**src/cpc_pkg.sv**
```systemverilog
// What this block does
// RULE1: channel enable bits 7..4 turn input channels 1..4 on; 1 and 2 reset on
// RULE2: channel enable bits 3..0 turn output channels 1..4 on; 1 and 2 reset on
// RULE3: power config bit 7 clear powers all record channels down, set powers enabled ones
// RULE4: power config bit 6 clear powers all playback channels down, set powers enabled ones
// RULE5: power config bit 5 drives microphone bias power; resets to zero
// RULE6: record dynamic bit clear freezes record channel power while recording is active
// RULE7: playback dynamic bit clear freezes playback channel power while playback is active
// RULE8: record dynamic bit 6 selects channels 1-2 or 1-4 as dynamically managed
// RULE9: playback dynamic bit 4 selects channels 1-2 or 1-4 as dynamically managed
// RULE10: dynamic config bit 3 selects shared or separate modulator and pdm clocks
// RULE11: dynamic config bits 2..0 read zero; software writes only zero there
// RULE12: power config bit 3 turns ultrasound activity detection on; resets to zero
// RULE13: power config bit 2 turns voice activity detection on; resets to zero
// RULE14: power config bit 1 turns ultrasound gain algorithm on; resets to zero
// RULE15: power config bits 4 and 0 read zero; software writes only zero there
// RULE16: status shows per input channel whether it is really powered up
// RULE17: status shows per output channel whether it is really powered up
// RULE18: frozen path stores enable changes and applies them at next path power-up
package cpc_pkg;

  ////////////////////////////////////////////////////////////////////////////////
  // register offsets
  localparam logic [7:0] CPC_OFS_CHANNEL_ENABLE       = 8'h76;
  localparam logic [7:0] CPC_OFS_DYNAMIC_POWER_CONFIG = 8'h77;
  localparam logic [7:0] CPC_OFS_POWER_CONFIG         = 8'h78;
  localparam logic [7:0] CPC_OFS_POWER_STATUS         = 8'h79;

  ////////////////////////////////////////////////////////////////////////////////
  // reset values
  localparam logic [7:0] CPC_RST_CHANNEL_ENABLE       = 8'hcc;
  localparam logic [7:0] CPC_RST_DYNAMIC_POWER_CONFIG = 8'h00;
  localparam logic [7:0] CPC_RST_POWER_CONFIG         = 8'h00;
  localparam logic [7:0] CPC_RST_POWER_STATUS         = 8'h00;

  ////////////////////////////////////////////////////////////////////////////////
  // channel enable fields (msb of each nibble is channel 1)
  localparam int CPC_POS_INPUT_CHAN_MSB  = 7;
  localparam int CPC_POS_INPUT_CHAN_LSB  = 4;
  localparam int CPC_POS_OUTPUT_CHAN_MSB = 3;
  localparam int CPC_POS_OUTPUT_CHAN_LSB = 0;

  // dynamic power config fields
  localparam int CPC_POS_RECORD_DYNAMIC_POWER        = 7;
  localparam int CPC_POS_RECORD_DYNAMIC_FOUR_CHAN    = 6;
  localparam int CPC_POS_PLAYBACK_DYNAMIC_POWER      = 5;
  localparam int CPC_POS_PLAYBACK_DYNAMIC_FOUR_CHAN  = 4;
  localparam int CPC_POS_DYNAMIC_SEPARATE_MOD_CLOCKS = 3;
  localparam logic [7:0] CPC_WMASK_DYNAMIC_POWER_CONFIG = 8'hf8;

  // power config fields
  localparam int CPC_POS_RECORD_PATH_POWER       = 7;
  localparam int CPC_POS_PLAYBACK_PATH_POWER     = 6;
  localparam int CPC_POS_MIC_BIAS_POWER          = 5;
  localparam int CPC_POS_ULTRASOUND_DETECT_ON    = 3;
  localparam int CPC_POS_VOICE_DETECT_ON         = 2;
  localparam int CPC_POS_ULTRASOUND_GAIN_ALGO_ON = 1;
  localparam logic [7:0] CPC_WMASK_POWER_CONFIG = 8'hee;

  ////////////////////////////////////////////////////////////////////////////////
  // dynamically managed channel sets within a nibble
  localparam logic [3:0] CPC_DYN_PAIR_MASK = 4'hc;
  localparam logic [3:0] CPC_DYN_ALL_MASK  = 4'hf;

  // read answer for unmapped offsets
  localparam logic [7:0] CPC_UNMAPPED_READ = 8'h00;

  // per path power state
  typedef enum logic [1:0] {
    CPC_PATH_OFF,
    CPC_PATH_IDLE,
    CPC_PATH_ACTIVE
  } cpc_path_state_t;

endpackage

```
**src/cpc_path_if.sv**
```systemverilog
`timescale 1ns/1ps
`default_nettype none
// control and status of one record or playback path
interface cpc_path_if;
  logic       path_power;
  logic       dynamic;
  logic       four_chan;
  logic [3:0] enable;
  logic [3:0] powered;
  logic       active;

  modport ctrl (
    output path_power,
    output dynamic,
    output four_chan,
    output enable,
    input  powered,
    input  active
  );

  modport path (
    input  path_power,
    input  dynamic,
    input  four_chan,
    input  enable,
    output powered,
    output active
  );
endinterface
`default_nettype wire

```
**src/cpc_channel_power_control_regs.sv**
```systemverilog
`timescale 1ns/1ps
`default_nettype none
module cpc_channel_power_control_regs (
  input  wire logic       CLK_IN,
  input  wire logic       RESET_N_IN,
  input  wire logic [7:0] REG_ADDR_IN,
  input  wire logic [7:0] REG_WDATA_IN,
  input  wire logic       REG_WR_IN,
  input  wire logic       REG_RD_IN,
  output logic [7:0]      REG_RDATA_OUT,
  output logic            REG_RVALID_OUT,
  output logic [3:0]      INPUT_CHAN_POWER_OUT,
  output logic [3:0]      OUTPUT_CHAN_POWER_OUT,
  output logic            RECORD_ACTIVE_OUT,
  output logic            PLAYBACK_ACTIVE_OUT,
  output logic            MIC_BIAS_POWER_OUT,
  output logic            ULTRASOUND_DETECT_ON_OUT,
  output logic            VOICE_DETECT_ON_OUT,
  output logic            ULTRASOUND_GAIN_ALGO_ON_OUT,
  output logic            DYNAMIC_SEPARATE_MOD_CLOCKS_OUT
);
  import cpc_pkg::*;

  ////////////////////////////////////////////////////////////////////////////////
  // register storage
  logic [7:0] channel_enable;
  logic [7:0] dynamic_power_config;
  logic [7:0] power_config;
  logic [7:0] power_status;

  // decode results
  logic       wr_channel_enable;
  logic       wr_dynamic_power_config;
  logic       wr_power_config;
  logic [7:0] rd_data;

  // path carriers
  cpc_path_if record_if ();
  cpc_path_if playback_if ();

  ////////////////////////////////////////////////////////////////////////////////
  // address decode and read selection
  cpc_reg_decode u_decode (
    .addr_in                     (REG_ADDR_IN),
    .wr_in                       (REG_WR_IN),
    .channel_enable_in           (channel_enable),
    .dynamic_power_config_in     (dynamic_power_config),
    .power_config_in             (power_config),
    .power_status_in             (power_status),
    .wr_channel_enable_out       (wr_channel_enable),
    .wr_dynamic_power_config_out (wr_dynamic_power_config),
    .wr_power_config_out         (wr_power_config),
    .rd_data_out                 (rd_data)
  );

  ////////////////////////////////////////////////////////////////////////////////
  // channel enable register, all bits writable
  always_ff @(posedge CLK_IN)
  begin
    if (!RESET_N_IN)
    begin
      // RULE1 RULE2 enable reset
      channel_enable <= CPC_RST_CHANNEL_ENABLE;
    end
    else if (wr_channel_enable)
    begin
      // RULE18 enables always stored
      channel_enable <= REG_WDATA_IN;
    end
  end

  // dynamic power config register
  always_ff @(posedge CLK_IN)
  begin
    if (!RESET_N_IN)
    begin
      dynamic_power_config <= CPC_RST_DYNAMIC_POWER_CONFIG;
    end
    else if (wr_dynamic_power_config)
    begin
      // RULE11 low bits held zero
      dynamic_power_config <= REG_WDATA_IN & CPC_WMASK_DYNAMIC_POWER_CONFIG;
    end
  end

  // power config register
  always_ff @(posedge CLK_IN)
  begin
    if (!RESET_N_IN)
    begin
      power_config <= CPC_RST_POWER_CONFIG;
    end
    else if (wr_power_config)
    begin
      // RULE15 bits 4 and 0 held zero
      power_config <= REG_WDATA_IN & CPC_WMASK_POWER_CONFIG;
    end
  end

  ////////////////////////////////////////////////////////////////////////////////
  // record path control
  always_comb
  begin
    // RULE1 input enables
    record_if.enable     = channel_enable[CPC_POS_INPUT_CHAN_MSB:CPC_POS_INPUT_CHAN_LSB];
    // RULE3 record gate
    record_if.path_power = power_config[CPC_POS_RECORD_PATH_POWER];
    // RULE6 record dynamic
    record_if.dynamic    = dynamic_power_config[CPC_POS_RECORD_DYNAMIC_POWER];
    // RULE8 record range
    record_if.four_chan  = dynamic_power_config[CPC_POS_RECORD_DYNAMIC_FOUR_CHAN];
  end

  // playback path control
  always_comb
  begin
    // RULE2 output enables
    playback_if.enable     = channel_enable[CPC_POS_OUTPUT_CHAN_MSB:CPC_POS_OUTPUT_CHAN_LSB];
    // RULE4 playback gate
    playback_if.path_power = power_config[CPC_POS_PLAYBACK_PATH_POWER];
    // RULE7 playback dynamic
    playback_if.dynamic    = dynamic_power_config[CPC_POS_PLAYBACK_DYNAMIC_POWER];
    // RULE9 playback range
    playback_if.four_chan  = dynamic_power_config[CPC_POS_PLAYBACK_DYNAMIC_FOUR_CHAN];
  end

  ////////////////////////////////////////////////////////////////////////////////
  // one power sequencer per path
  cpc_path_power u_record (
    .clk_in     (CLK_IN),
    .reset_n_in (RESET_N_IN),
    .pif        (record_if.path)
  );

  cpc_path_power u_playback (
    .clk_in     (CLK_IN),
    .reset_n_in (RESET_N_IN),
    .pif        (playback_if.path)
  );

  ////////////////////////////////////////////////////////////////////////////////
  // live power status of every channel
  always_ff @(posedge CLK_IN)
  begin
    if (!RESET_N_IN)
    begin
      power_status <= CPC_RST_POWER_STATUS;
    end
    else
    begin
      // RULE16 RULE17 channel power status
      power_status <= {record_if.powered, playback_if.powered};
    end
  end

  ////////////////////////////////////////////////////////////////////////////////
  // read answer, registered one cycle after the read strobe
  always_ff @(posedge CLK_IN)
  begin
    if (!RESET_N_IN)
    begin
      REG_RDATA_OUT <= CPC_UNMAPPED_READ;
    end
    else if (REG_RD_IN)
    begin
      REG_RDATA_OUT <= rd_data;
    end
  end

  // read valid pulse
  always_ff @(posedge CLK_IN)
  begin
    if (!RESET_N_IN)
    begin
      REG_RVALID_OUT <= 1'b0;
    end
    else
    begin
      REG_RVALID_OUT <= REG_RD_IN;
    end
  end

  ////////////////////////////////////////////////////////////////////////////////
  // channel power and activity outputs, straight from sequencer flops
  always_comb
  begin
    INPUT_CHAN_POWER_OUT  = record_if.powered;
    OUTPUT_CHAN_POWER_OUT = playback_if.powered;
    RECORD_ACTIVE_OUT     = record_if.active;
    PLAYBACK_ACTIVE_OUT   = playback_if.active;
  end

  // analog and algorithm controls, straight from register flops
  always_comb
  begin
    // RULE5 mic bias
    MIC_BIAS_POWER_OUT              = power_config[CPC_POS_MIC_BIAS_POWER];
    // RULE12 ultrasound detect
    ULTRASOUND_DETECT_ON_OUT        = power_config[CPC_POS_ULTRASOUND_DETECT_ON];
    // RULE13 voice detect
    VOICE_DETECT_ON_OUT             = power_config[CPC_POS_VOICE_DETECT_ON];
    // RULE14 gain algorithm
    ULTRASOUND_GAIN_ALGO_ON_OUT     = power_config[CPC_POS_ULTRASOUND_GAIN_ALGO_ON];
    // RULE10 clock scheme select
    DYNAMIC_SEPARATE_MOD_CLOCKS_OUT = dynamic_power_config[CPC_POS_DYNAMIC_SEPARATE_MOD_CLOCKS];
  end

endmodule // cpc_channel_power_control_regs
`default_nettype wire

```
**src/cpc_path_power.sv**
```systemverilog
`timescale 1ns/1ps
`default_nettype none
module cpc_path_power (
  input  wire logic clk_in,
  input  wire logic reset_n_in,
  cpc_path_if.path  pif
);
  import cpc_pkg::*;

  cpc_path_state_t state;
  cpc_path_state_t next_state;
  logic [3:0]      next_powered;
  logic [3:0]      dyn_set;

  ////////////////////////////////////////////////////////////////////////////////
  // channels that may follow their enable while the path runs
  always_comb
  begin
    // RULE8 RULE9 channel set
    dyn_set = pif.four_chan ? CPC_DYN_ALL_MASK : CPC_DYN_PAIR_MASK;
  end

  // next channel power and path state
  always_comb
  begin
    next_powered = pif.powered;
    next_state   = state;
    unique case (state)
      CPC_PATH_OFF,
      CPC_PATH_IDLE:
      begin
        // RULE3 RULE4 path power gate
        if (pif.path_power)
        begin
          next_powered = pif.enable;
        end
        else
        begin
          next_powered = 4'h0;
        end
      end
      CPC_PATH_ACTIVE:
      begin
        if (!pif.path_power)
        begin
          next_powered = 4'h0;
        end
        // RULE6 RULE7 RULE18 hold while active
        else if (pif.dynamic)
        begin
          next_powered = (pif.enable & dyn_set) | (pif.powered & ~dyn_set);
        end
      end
    endcase
    if (!pif.path_power)
    begin
      next_state = CPC_PATH_OFF;
    end
    else if (|next_powered)
    begin
      next_state = CPC_PATH_ACTIVE;
    end
    else
    begin
      next_state = CPC_PATH_IDLE;
    end
  end

  // state and channel power flops
  always_ff @(posedge clk_in)
  begin
    if (!reset_n_in)
    begin
      state       <= CPC_PATH_OFF;
      pif.powered <= 4'h0;
    end
    else
    begin
      state       <= next_state;
      pif.powered <= next_powered;
    end
  end

  assign pif.active = (state == CPC_PATH_ACTIVE);

endmodule // cpc_path_power
`default_nettype wire

```
**src/cpc_reg_decode.sv**
```systemverilog
`timescale 1ns/1ps
`default_nettype none
module cpc_reg_decode (
  input  wire logic [7:0] addr_in,
  input  wire logic       wr_in,
  input  wire logic [7:0] channel_enable_in,
  input  wire logic [7:0] dynamic_power_config_in,
  input  wire logic [7:0] power_config_in,
  input  wire logic [7:0] power_status_in,
  output logic            wr_channel_enable_out,
  output logic            wr_dynamic_power_config_out,
  output logic            wr_power_config_out,
  output logic [7:0]      rd_data_out
);
  import cpc_pkg::*;

  ////////////////////////////////////////////////////////////////////////////////
  // write strobes per register; status is read only
  always_comb
  begin
    wr_channel_enable_out       = wr_in && (addr_in == CPC_OFS_CHANNEL_ENABLE);
    wr_dynamic_power_config_out = wr_in && (addr_in == CPC_OFS_DYNAMIC_POWER_CONFIG);
    wr_power_config_out         = wr_in && (addr_in == CPC_OFS_POWER_CONFIG);
  end

  // read selection, unmapped offsets answer zero
  always_comb
  begin
    unique case (addr_in)
      CPC_OFS_CHANNEL_ENABLE:       rd_data_out = channel_enable_in;
      CPC_OFS_DYNAMIC_POWER_CONFIG: rd_data_out = dynamic_power_config_in;
      CPC_OFS_POWER_CONFIG:         rd_data_out = power_config_in;
      CPC_OFS_POWER_STATUS:         rd_data_out = power_status_in;
      default:                      rd_data_out = CPC_UNMAPPED_READ;
    endcase
  end

endmodule // cpc_reg_decode
`default_nettype wire

```
**config.mk**
```make
export PLATFORM = sky130hd
export DESIGN_NAME = cpc_channel_power_control_regs
export DESIGN_NICKNAME = d
export VERILOG_FILES = /design/src/cpc_pkg.sv /design/src/cpc_path_if.sv /design/src/cpc_channel_power_control_regs.sv /design/src/cpc_path_power.sv /design/src/cpc_reg_decode.sv
export SDC_FILE = /design/constraint.sdc
export NUM_CORES = 1
export LEC_CHECK = 0
export ABC_CLOCK_PERIOD_IN_PS = 1200
export BUFFER_PORTS_ARGS = -buffer_cell sky130_fd_sc_hd__buf_2
export CAP_MARGIN = 10
export CORE_MARGIN = 2
export CORE_UTILIZATION = 45
export DETAILED_ROUTE_END_ITERATION = 6
export GPL_TIMING_DRIVEN = 0
export PLACE_DENSITY = 0.76
export SYNTH_ARGS = -nofsm -noshare
export SYNTH_HDL_FRONTEND = slang
export SYNTH_SLANG_ARGS = --single-unit
```
**constraint.sdc**
```tcl
create_clock -name CLK_IN -period 1.2 [get_ports CLK_IN]
set_input_delay 0.24 -clock CLK_IN [delete_from_list [all_inputs] [get_ports CLK_IN]]
set_output_delay 0.24 -clock CLK_IN [all_outputs]
set_load 0.1 [all_outputs]
```
Yosys cells after proc, flatten, opt, wreduce, memory -nomap -nowiden
Index checks and enable logic that the tools add are counted.
{"block": "op_classes", "reduce_logical": 11, "n_mux": 13, "shifts": 0, "n_bitwise": 8, "n_addsub": 0, "magnitude_cmp": 0, "n_eq_ne": 8, "n_div": 0, "n_mul": 0}
{"cell": "$eq A8 B7 Y1 const B", "n": 4}
{"cell": "$pmux W8 S4", "n": 1}
{"cell": "$mux W4", "n": 6}
{"cell": "$and A4 B4 Y4", "n": 4}
{"cell": "$pmux W4 S2", "n": 2}
{"cell": "$mux W2", "n": 4}
{"cell": "$not A4 Y4", "n": 2}
{"cell": "$or A4 B4 Y4", "n": 2}
{"cell": "$reduce_or A4 Y1", "n": 2}
{"cell": "$eq A2 B1 Y1 const B", "n": 2}
{"cell": "$eq A2 B2 Y1 const B", "n": 2}
{"cell": "$logic_not A2 Y1", "n": 2}
{"cell": "$reduce_and A2 Y1", "n": 2}
{"cell": "$reduce_or A2 Y1", "n": 2}
{"cell": "$logic_and A1 B1 Y1", "n": 3}
{"block": "word_totals", "n_memories": 0, "latch_bits": 0, "word_cells": 50, "ram_bits": 0, "register_bits": 48, "rom_bits": 0}

Longest topological paths before layout
Gate-level depths: netlist (run 1).
{"block": "logic_depth", "depth_word": 9, "mapped_depth": 6, "mapped_depth_nobuf": 4}

Modules after synthesis
From an unflattened synthesis (run 1), not the netlist that was laid out.
{"block": "unflattened", "hier_cells": 205, "hier_area_um2": 2144.6}
{"mod": "cpc_channel_power_control_regs", "instances": 1, "cells_each": 107, "area_per_inst_um2": 1252.5}
{"mod": "cpc_path_power", "instances": 2, "cells_each": 27, "area_per_inst_um2": 266.5}
{"mod": "cpc_reg_decode", "instances": 1, "cells_each": 44, "area_per_inst_um2": 359.1}

Worst setup path before layout (run 1)
Ideal clock, no wire load.
{"block": "synth_timing", "path_kind": "reg2reg", "startpoint": "reg u_playback.state[1]", "endpoint": "reg u_playback.state[0]", "t_required_ns": 1.088, "n_path_buf": 0, "slack_ns": -1.484, "stages_incl_launch_ff": 5, "t_arrival_ns": 2.572, "path_cell_list": "dfxtp_1 > nor2b_1 > nand2_1 > mux2i_1 > a2111oi_1"}
{"block": "synth_between", "elab_cells_between_ends": 7, "classes_between": "eq/ne: 2; mux: 2; reduce/logical: 3"}
{"item": "start: declaration", "line_no": "cpc_path_power.sv:10", "rtl": "cpc_path_state_t state;"}
{"item": "start signal: assignment", "line_no": "cpc_path_power.sv:79", "rtl": "state <= next_state;"}
{"item": "$eq A2 B2 Y1"}
{"item": "net PLAYBACK_ACTIVE_OUT", "line_no": "cpc_channel_power_control_regs.sv:15", "rtl": "output logic PLAYBACK_ACTIVE_OUT,"}
{"item": "$pmux W4 S2", "line_no": "cpc_path_power.sv:28", "rtl": "unique case (state)"}
{"item": "$reduce_or A4 Y1", "line_no": "cpc_path_power.sv:59", "rtl": "else if (|next_powered)"}
{"item": "$mux W2", "line_no": "cpc_path_power.sv:59"}
The timed path passes the listed nets, and every way through them passes these cells.
A chain may end at the register's enable or synchronous reset.

Final worst setup path (run 1)
{"block": "layout_timing", "startpoint": "reg u_playback.state[1]", "endpoint": "out PLAYBACK_ACTIVE_OUT"}
{"block": "layout_between", "elab_chain_len": 1}
{"item": "$eq A2 B2 Y1", "line_no": "cpc_path_power.sv:84", "rtl": "assign pif.active = (state == CPC_PATH_ACTIVE);"}
{"item": "end: declaration", "line_no": "cpc_channel_power_control_regs.sv:15"}
No other way between the ends.

==> impl_metrics.env, run 1 <==
export IMPL_fmaxAchievable_mhz=797
export IMPL_rrSetupSlack_ps=-50
export IMPL_clock_latency_ps=300
export IMPL_fill_cells=360
export IMPL_seqCellArea_um2=1000
export IMPL_layout_common_cells="nand2_1 (26), dfxtp_2 (25), buf_4 (24), nand3_1 (22), dfxtp_1 (21)"
export IMPL_rows=24
export IMPL_syn_to_final_growth_pct=33.0
export IMPL_slew_violations=0
export IMPL_endpoint_kind="output port"
export IMPL_setup_violations=6
export IMPL_cpPeakStageDelay_ps=340
export IMPL_cts_sinks=48
export IMPL_final_area_um2=2650
export IMPL_postSynthAreaPerCell_um2=9.44
export IMPL_tightestPinTransition_ps=478
export IMPL_slowest_stage="dfxtp_2"
export IMPL_cpLargestDelayFamily="flip-flops"
export IMPL_power_share_clock_pct=33.9
export IMPL_cp_start_kind="flip-flop"
export IMPL_synth_cells=211
export IMPL_antenna_found_initial=0
export IMPL_clk_pin_slew_worst_paths_ps=80
export IMPL_post_route_util_pct=61.7
export IMPL_finClkSkew_ps=7.14
export IMPL_mostFrequentLayoutCell="nand2_1"
export IMPL_crit_path_max_fanout=3
export IMPL_leakagePower_nw=1.16
export IMPL_ir_drop_mv=0.495
export IMPL_rsz0062_at_grt="true"
export IMPL_dieHeight_um=70.5
export IMPL_via_count=1795
export IMPL_die_w_um=70.5
export IMPL_period_share_pct=105
export IMPL_finalHoldViolCount=0
export IMPL_detailed_place_hpwl_um=3580
export IMPL_crit_arrival_ps=1020
export IMPL_cp_required_ps=960
export IMPL_core_area_um2=4290
export IMPL_path_class="flip-flop to output port"
export IMPL_seq_power_share_pct=59.4
export IMPL_cts_tree="done"
export IMPL_crit_chain="nor2b_4, buf_12"
export IMPL_syn_nets=231
export IMPL_pre_cts_ws_ps=-298
export IMPL_timing_critical_path_buf_inv=1
export IMPL_synth_cell_types=34
export IMPL_n_antenna_cell=0
export IMPL_period_needed_ps=1260
export IMPL_swShare_pct=23.4
export IMPL_finalWeightedCongestion=0.785
export IMPL_fin_nets=288
export IMPL_cellInternalPower_mw=2.05
export IMPL_yosysWarnings=0
export IMPL_wl_per_cell_um=15.9
export IMPL_drcViolationCount=0
export IMPL_die_area_um2=4970
export IMPL_cts_buffers=5
export IMPL_drt_total_wl_um=5100
export IMPL_track_usage_pct=20.1
export IMPL_syn_cell_area_um2=1990
export IMPL_htree_levels=2
export IMPL_firstDrtPassIters=4
export IMPL_slew_headroom_pct=68.2
export IMPL_clockBufferDepth=2
export IMPL_multi_input_area_um2=1040
export IMPL_hold_class="primary input to flip-flop"
export IMPL_grt_max_degree=14
export IMPL_seq_area_frac_synth_pct=48.2
export IMPL_switchingPower_mw=0.626
export IMPL_io_pins=44
export IMPL_grt_pass1_vias=1677
export IMPL_setup_ws_ps=-55.2
export IMPL_viasPerCell=5.61
export IMPL_cts_root_buf="clkbuf_8"
export IMPL_drtAntennaViolNets=0
export IMPL_port_buffers=43
export IMPL_drive_above_1_share_pct=41.4
export IMPL_drt_iter0_drc=97
export IMPL_status="finished with violations"
export IMPL_place_area_um2=2320
export IMPL_comb_power_share_pct=6.7
export IMPL_p_per_area_nw_per_um2=1010
export IMPL_overflow=0
export IMPL_max_cap_viol_count=0
export IMPL_power_mw=2.68
export IMPL_start_util_pct=46.4
export IMPL_violations="negative setup slack"
export IMPL_grt_pass1_wl_um=7810
export IMPL_ys_ff_latch=48
==> path summary, 6_finish.rpt <==
check,depth (start not counted),from,end
max,2,u_playback.state[1],PLAYBACK_ACTIVE_OUT
min,3,REG_WDATA_IN[0],channel_enable[0]
max reg2reg,4,u_record.state[1],u_record.state[1]
min reg2reg,2,REG_RDATA_OUT[4],REG_RDATA_OUT[4]
==> power by group through the flow <==
stage               logic, mW  registers, mW  clock network [mW]
floorplan              0.0774           1.65                   0
global placement        0.164           1.63                   0
detailed placement      0.168           1.63                   0
CTS                     0.170           1.59               0.917
global route            0.192           1.59               0.975
finish                  0.180           1.59               0.907
==> kinds of logic after synthesis <==
| kind of cell | after synthesis | synth area share (%) |
|---|---|---|
| DFF | 48 | 48.2 |
| buffers and inverters | 13 | 3.58 |
| muxes | 19 | 9.55 |
| AOI/OAI and AO/OA | 41 | 13.8 |
| and+or+nand+nor | 90 | 24.9 |
==> area by class of cell <==
type	count	share of cell area, %
multi-input cells	150	39.1
flip-flops and latches	48	37.7
repair buffers	52	15.2
clock buffers	6	2.74
well taps	52	2.46
plain buffers	9	2.31
inverters	2	0.283
clock inverters	1	0.189
==> sequential cells by signal (all words and copies together), names as in the netlist <==
signal                  cells
REG_RDATA_OUT               8
REG_RVALID_OUT              1
channel_enable              8
dynamic_power_config        5
power_config                6
power_status                8
u_playback.pif.powered      4
u_playback.state            2
u_record.pif.powered        4
u_record.state              2
==> synth_stat cells (all sizes together) <==
cell / n / share of area [%]
o21ai: 16 / 4.0
a21oi: 6 / 1.5
and2: 12 / 3.8
o211ai: 1 / 0.63
nand4: 1 / 0.63
inv: 1 / 0.19
nand2: 28 / 5.3
and3b: 1 / 0.44
nor2b: 3 / 0.94
dfxtp: 48 / 48
and4b: 1 / 0.50
a22o: 4 / 1.8
clkbuf: 4 / 0.75
buf: 7 / 2.4
nand4b: 2 / 1.6
o22ai: 4 / 1.3
nand3: 23 / 5.8
a22oi: 2 / 0.75
nor3b: 3 / 2.2
a2111oi: 2 / 1.0
a31o: 1 / 0.44
mux2i: 19 / 9.5
o311a: 2 / 1.0
clkinv: 1 / 0.19
a32o: 2 / 1.0
o21a: 1 / 0.38
nand3b: 3 / 1.1
nor2: 13 / 2.6
==> metal layers <==
metal  up-vias  routed length [um]  GRT usage, %
li1        866                   -             -
met3         6                 271          4.56
met4         0                  55          5.66
met2        59                2540          36.0
met5         -                   0             0
met1       864                2230          24.4
==> worst reg2reg max path, cell delays in order (launching register included) <==
cell and delay, ps:
dfxtp_2 330, nor2b_4 190, nand2_2 80, mux2i_2 180
o311a_1 350
==> metrics by stage <==
stage | setup TNS [ps] | hold slack (ps) | std cells
floorplan | -1630 | 364 | 211
global placement | -5730 | 446 | 306
detailed placement | -6500 | 450 | 306
global route | -528 | 193 | 320
CTS | -154 | 183 | 316
finish | -192 | 183 | 320
==> repair_timing <==
action | CTS | global route
pin swaps | 7 | 4
hold buffers | 0 | 0
endpoints found under the hold margin | 0 | 0
setup buffers | 5 | 4
gates resized for setup | 50 | 16
endpoints found under the setup margin | 31 | 25
Note: power is estimated with default switching activity, not from simulation.
==> inputs of run 2 (changes only) <==
--- a/config.mk
+++ b/config.mk
@@ -5,14 +5,14 @@
 export SDC_FILE = /design/constraint.sdc
 export NUM_CORES = 1
 export LEC_CHECK = 0
-export ABC_CLOCK_PERIOD_IN_PS = 1200
+export ABC_CLOCK_PERIOD_IN_PS = 1490
 export BUFFER_PORTS_ARGS = -buffer_cell sky130_fd_sc_hd__buf_2
 export CAP_MARGIN = 10
 export CORE_MARGIN = 2
 export CORE_UTILIZATION = 45
 export DETAILED_ROUTE_END_ITERATION = 6
 export GPL_TIMING_DRIVEN = 0
-export PLACE_DENSITY = 0.76
+export PLACE_DENSITY = 0.73
 export SYNTH_ARGS = -nofsm -noshare
 export SYNTH_HDL_FRONTEND = slang
 export SYNTH_SLANG_ARGS = --single-unit
==> constraint.sdc (replaced) <==
create_clock -name CLK_IN -period 1.49 [get_ports CLK_IN]
set_input_delay 0.298 -clock CLK_IN [delete_from_list [all_inputs] [get_ports CLK_IN]]
set_output_delay 0.298 -clock CLK_IN [all_outputs]
set_load 0.1 [all_outputs]
==> impl_metrics.env, run 2 (synthesis results as in run 1) <==
export IMPL_top_regs="REG_RDATA_OUT x8, channel_enable x8, power_status x8"
export IMPL_period_needed_ps=1440
export IMPL_setup_violations=0
export IMPL_cp_start_kind="flip-flop"
export IMPL_fmaxAchievable_mhz=694
export IMPL_track_usage_pct=19.5
export IMPL_slew_headroom_pct=67.2
export IMPL_wl_per_cell_um=15.0
export IMPL_finalWeightedCongestion=0.824
export IMPL_drive_above_1_share_pct=25.7
export IMPL_firstDrtPassIters=5
export IMPL_clk_pin_slew_worst_paths_ps=80
export IMPL_cp_required_ps=1190
export IMPL_via_count=1715
export IMPL_status="finished clean"
export IMPL_finClkSkew_ps=4.76
export IMPL_finalHoldViolCount=0
export IMPL_n_antenna_cell=0
export IMPL_path_class="flip-flop to output port"
export IMPL_place_area_um2=2290
export IMPL_rsz0062_at_grt="false"
export IMPL_final_setup_tns_ps=0
export IMPL_layout_common_cells="dfxtp_1 (48), buf_2 (44), nand2_1 (26), nand3_1 (23), mux2i_1 (19)"
export IMPL_cts_buffers=5
export IMPL_crit_path_max_fanout=4
export IMPL_clock_latency_ps=300
export IMPL_max_cap_viol_count=0
export IMPL_die_area_um2=4970
export IMPL_p_per_area_nw_per_um2=911
export IMPL_antenna_found_initial=0
export IMPL_period_share_pct=96.8
export IMPL_core_area_um2=4290
export IMPL_leakagePower_nw=1.10
export IMPL_mostFrequentLayoutCell="dfxtp_1"
export IMPL_post_cts_buffers=0
export IMPL_ir_drop_mv=0.441
export IMPL_fill_cells=427
export IMPL_slowest_stage="buf_2"
export IMPL_drt_total_wl_um=4690
export IMPL_viasPerCell=5.48
export IMPL_rows=24
export IMPL_cts_sinks=48
export IMPL_post_route_util_pct=55.3
export IMPL_crit_arrival_ps=1140
export IMPL_htree_levels=2
export IMPL_cpPeakStageDelay_ps=450
export IMPL_overflow=0
export IMPL_setup_ws_ps=48.2
export IMPL_start_util_pct=46.4
export IMPL_dieHeight_um=70.5
export IMPL_pre_cts_ws_ps=-65.3
export IMPL_tightestPinTransition_ps=491
export IMPL_drcViolationCount=0
export IMPL_grt_pass1_vias=1598
export IMPL_fin_nets=281
export IMPL_syn_to_final_growth_pct=19.2
export IMPL_endpoint_kind="output port"
export IMPL_holdBufCountCts=0
export IMPL_detailed_place_hpwl_um=3540
export IMPL_cpLargestDelayFamily="buffers and inverters"
export IMPL_clockBufferDepth=2
export IMPL_io_pins=44
export IMPL_drtAntennaViolNets=0
export IMPL_timing_critical_path_buf_inv=1
export IMPL_final_area_um2=2370
export IMPL_hold_class="primary input to flip-flop"
export IMPL_cts_root_buf="clkbuf_8"
export IMPL_crit_chain="buf_2"
export IMPL_grt_max_degree=14
export IMPL_slew_violations=0
export IMPL_die_w_um=70.5
export IMPL_power_mw=2.16
export IMPL_cts_tree="done"
export IMPL_drt_iter0_drc=110
export IMPL_grt_pass1_wl_um=7590
export IMPL_port_buffers=43
-- run 2: stage by stage --
step / cells / hold WS, ps
2_1_floorplan: 211 / 422
5_1_grt: 313 / 246
3_3_place_gp: 306 / 454
4_1_cts: 313 / 244
3_5_place_dp: 306 / 459
6_report: 313 / 239
-- run 2: worst paths after layout --
kind	cells past startpoint	slack, ps	start	to
hold reg to reg	2	470	REG_RDATA_OUT[4]	REG_RDATA_OUT[4]
setup / recovery	1	50	u_record.pif.powered[1]	INPUT_CHAN_POWER_OUT[1]
setup reg to reg	3	160	dynamic_power_config[7]	u_record.state[0]
hold / removal	3	240	REG_WDATA_IN[0]	channel_enable[0]
-- run 2: per-layer routing --
metal	vias up	track usage, %	wire (um)
met1	804	25.2	2190
li1	853	-	-
met2	49	30.7	2140
met5	-	0	0
met4	0	8.39	85
met3	9	5.56	272
-- run 2: cell type report --
type / instances / area, um2 / area share (%)
plain buffers: 11 / 63.8 / 2.69
clock buffers: 6 / 72.6 / 3.06
clock inverters: 1 / 5.00 / 0.211
inverters: 2 / 7.51 / 0.316
multi-input cells: 150 / 980 / 41.3
flip-flops and latches: 48 / 961 / 40.5
well taps: 52 / 65.1 / 2.74
repair buffers: 43 / 220 / 9.27
-- run 2: what timing repair did --
item / CTS / global route
gates resized for setup: 2 / 0
setup endpoints to repair: 2 / 1
pin swaps: 0 / 1
-- run 2: where the power goes --
part           leakage [nW]  total, mW  switching [mW]  internal, mW
Sequential            0.387       1.28        0.000970          1.28
Clock                0.0410      0.744           0.424         0.320
Combinational         0.668      0.135          0.0885        0.0469
Total                  1.10       2.16           0.513          1.65
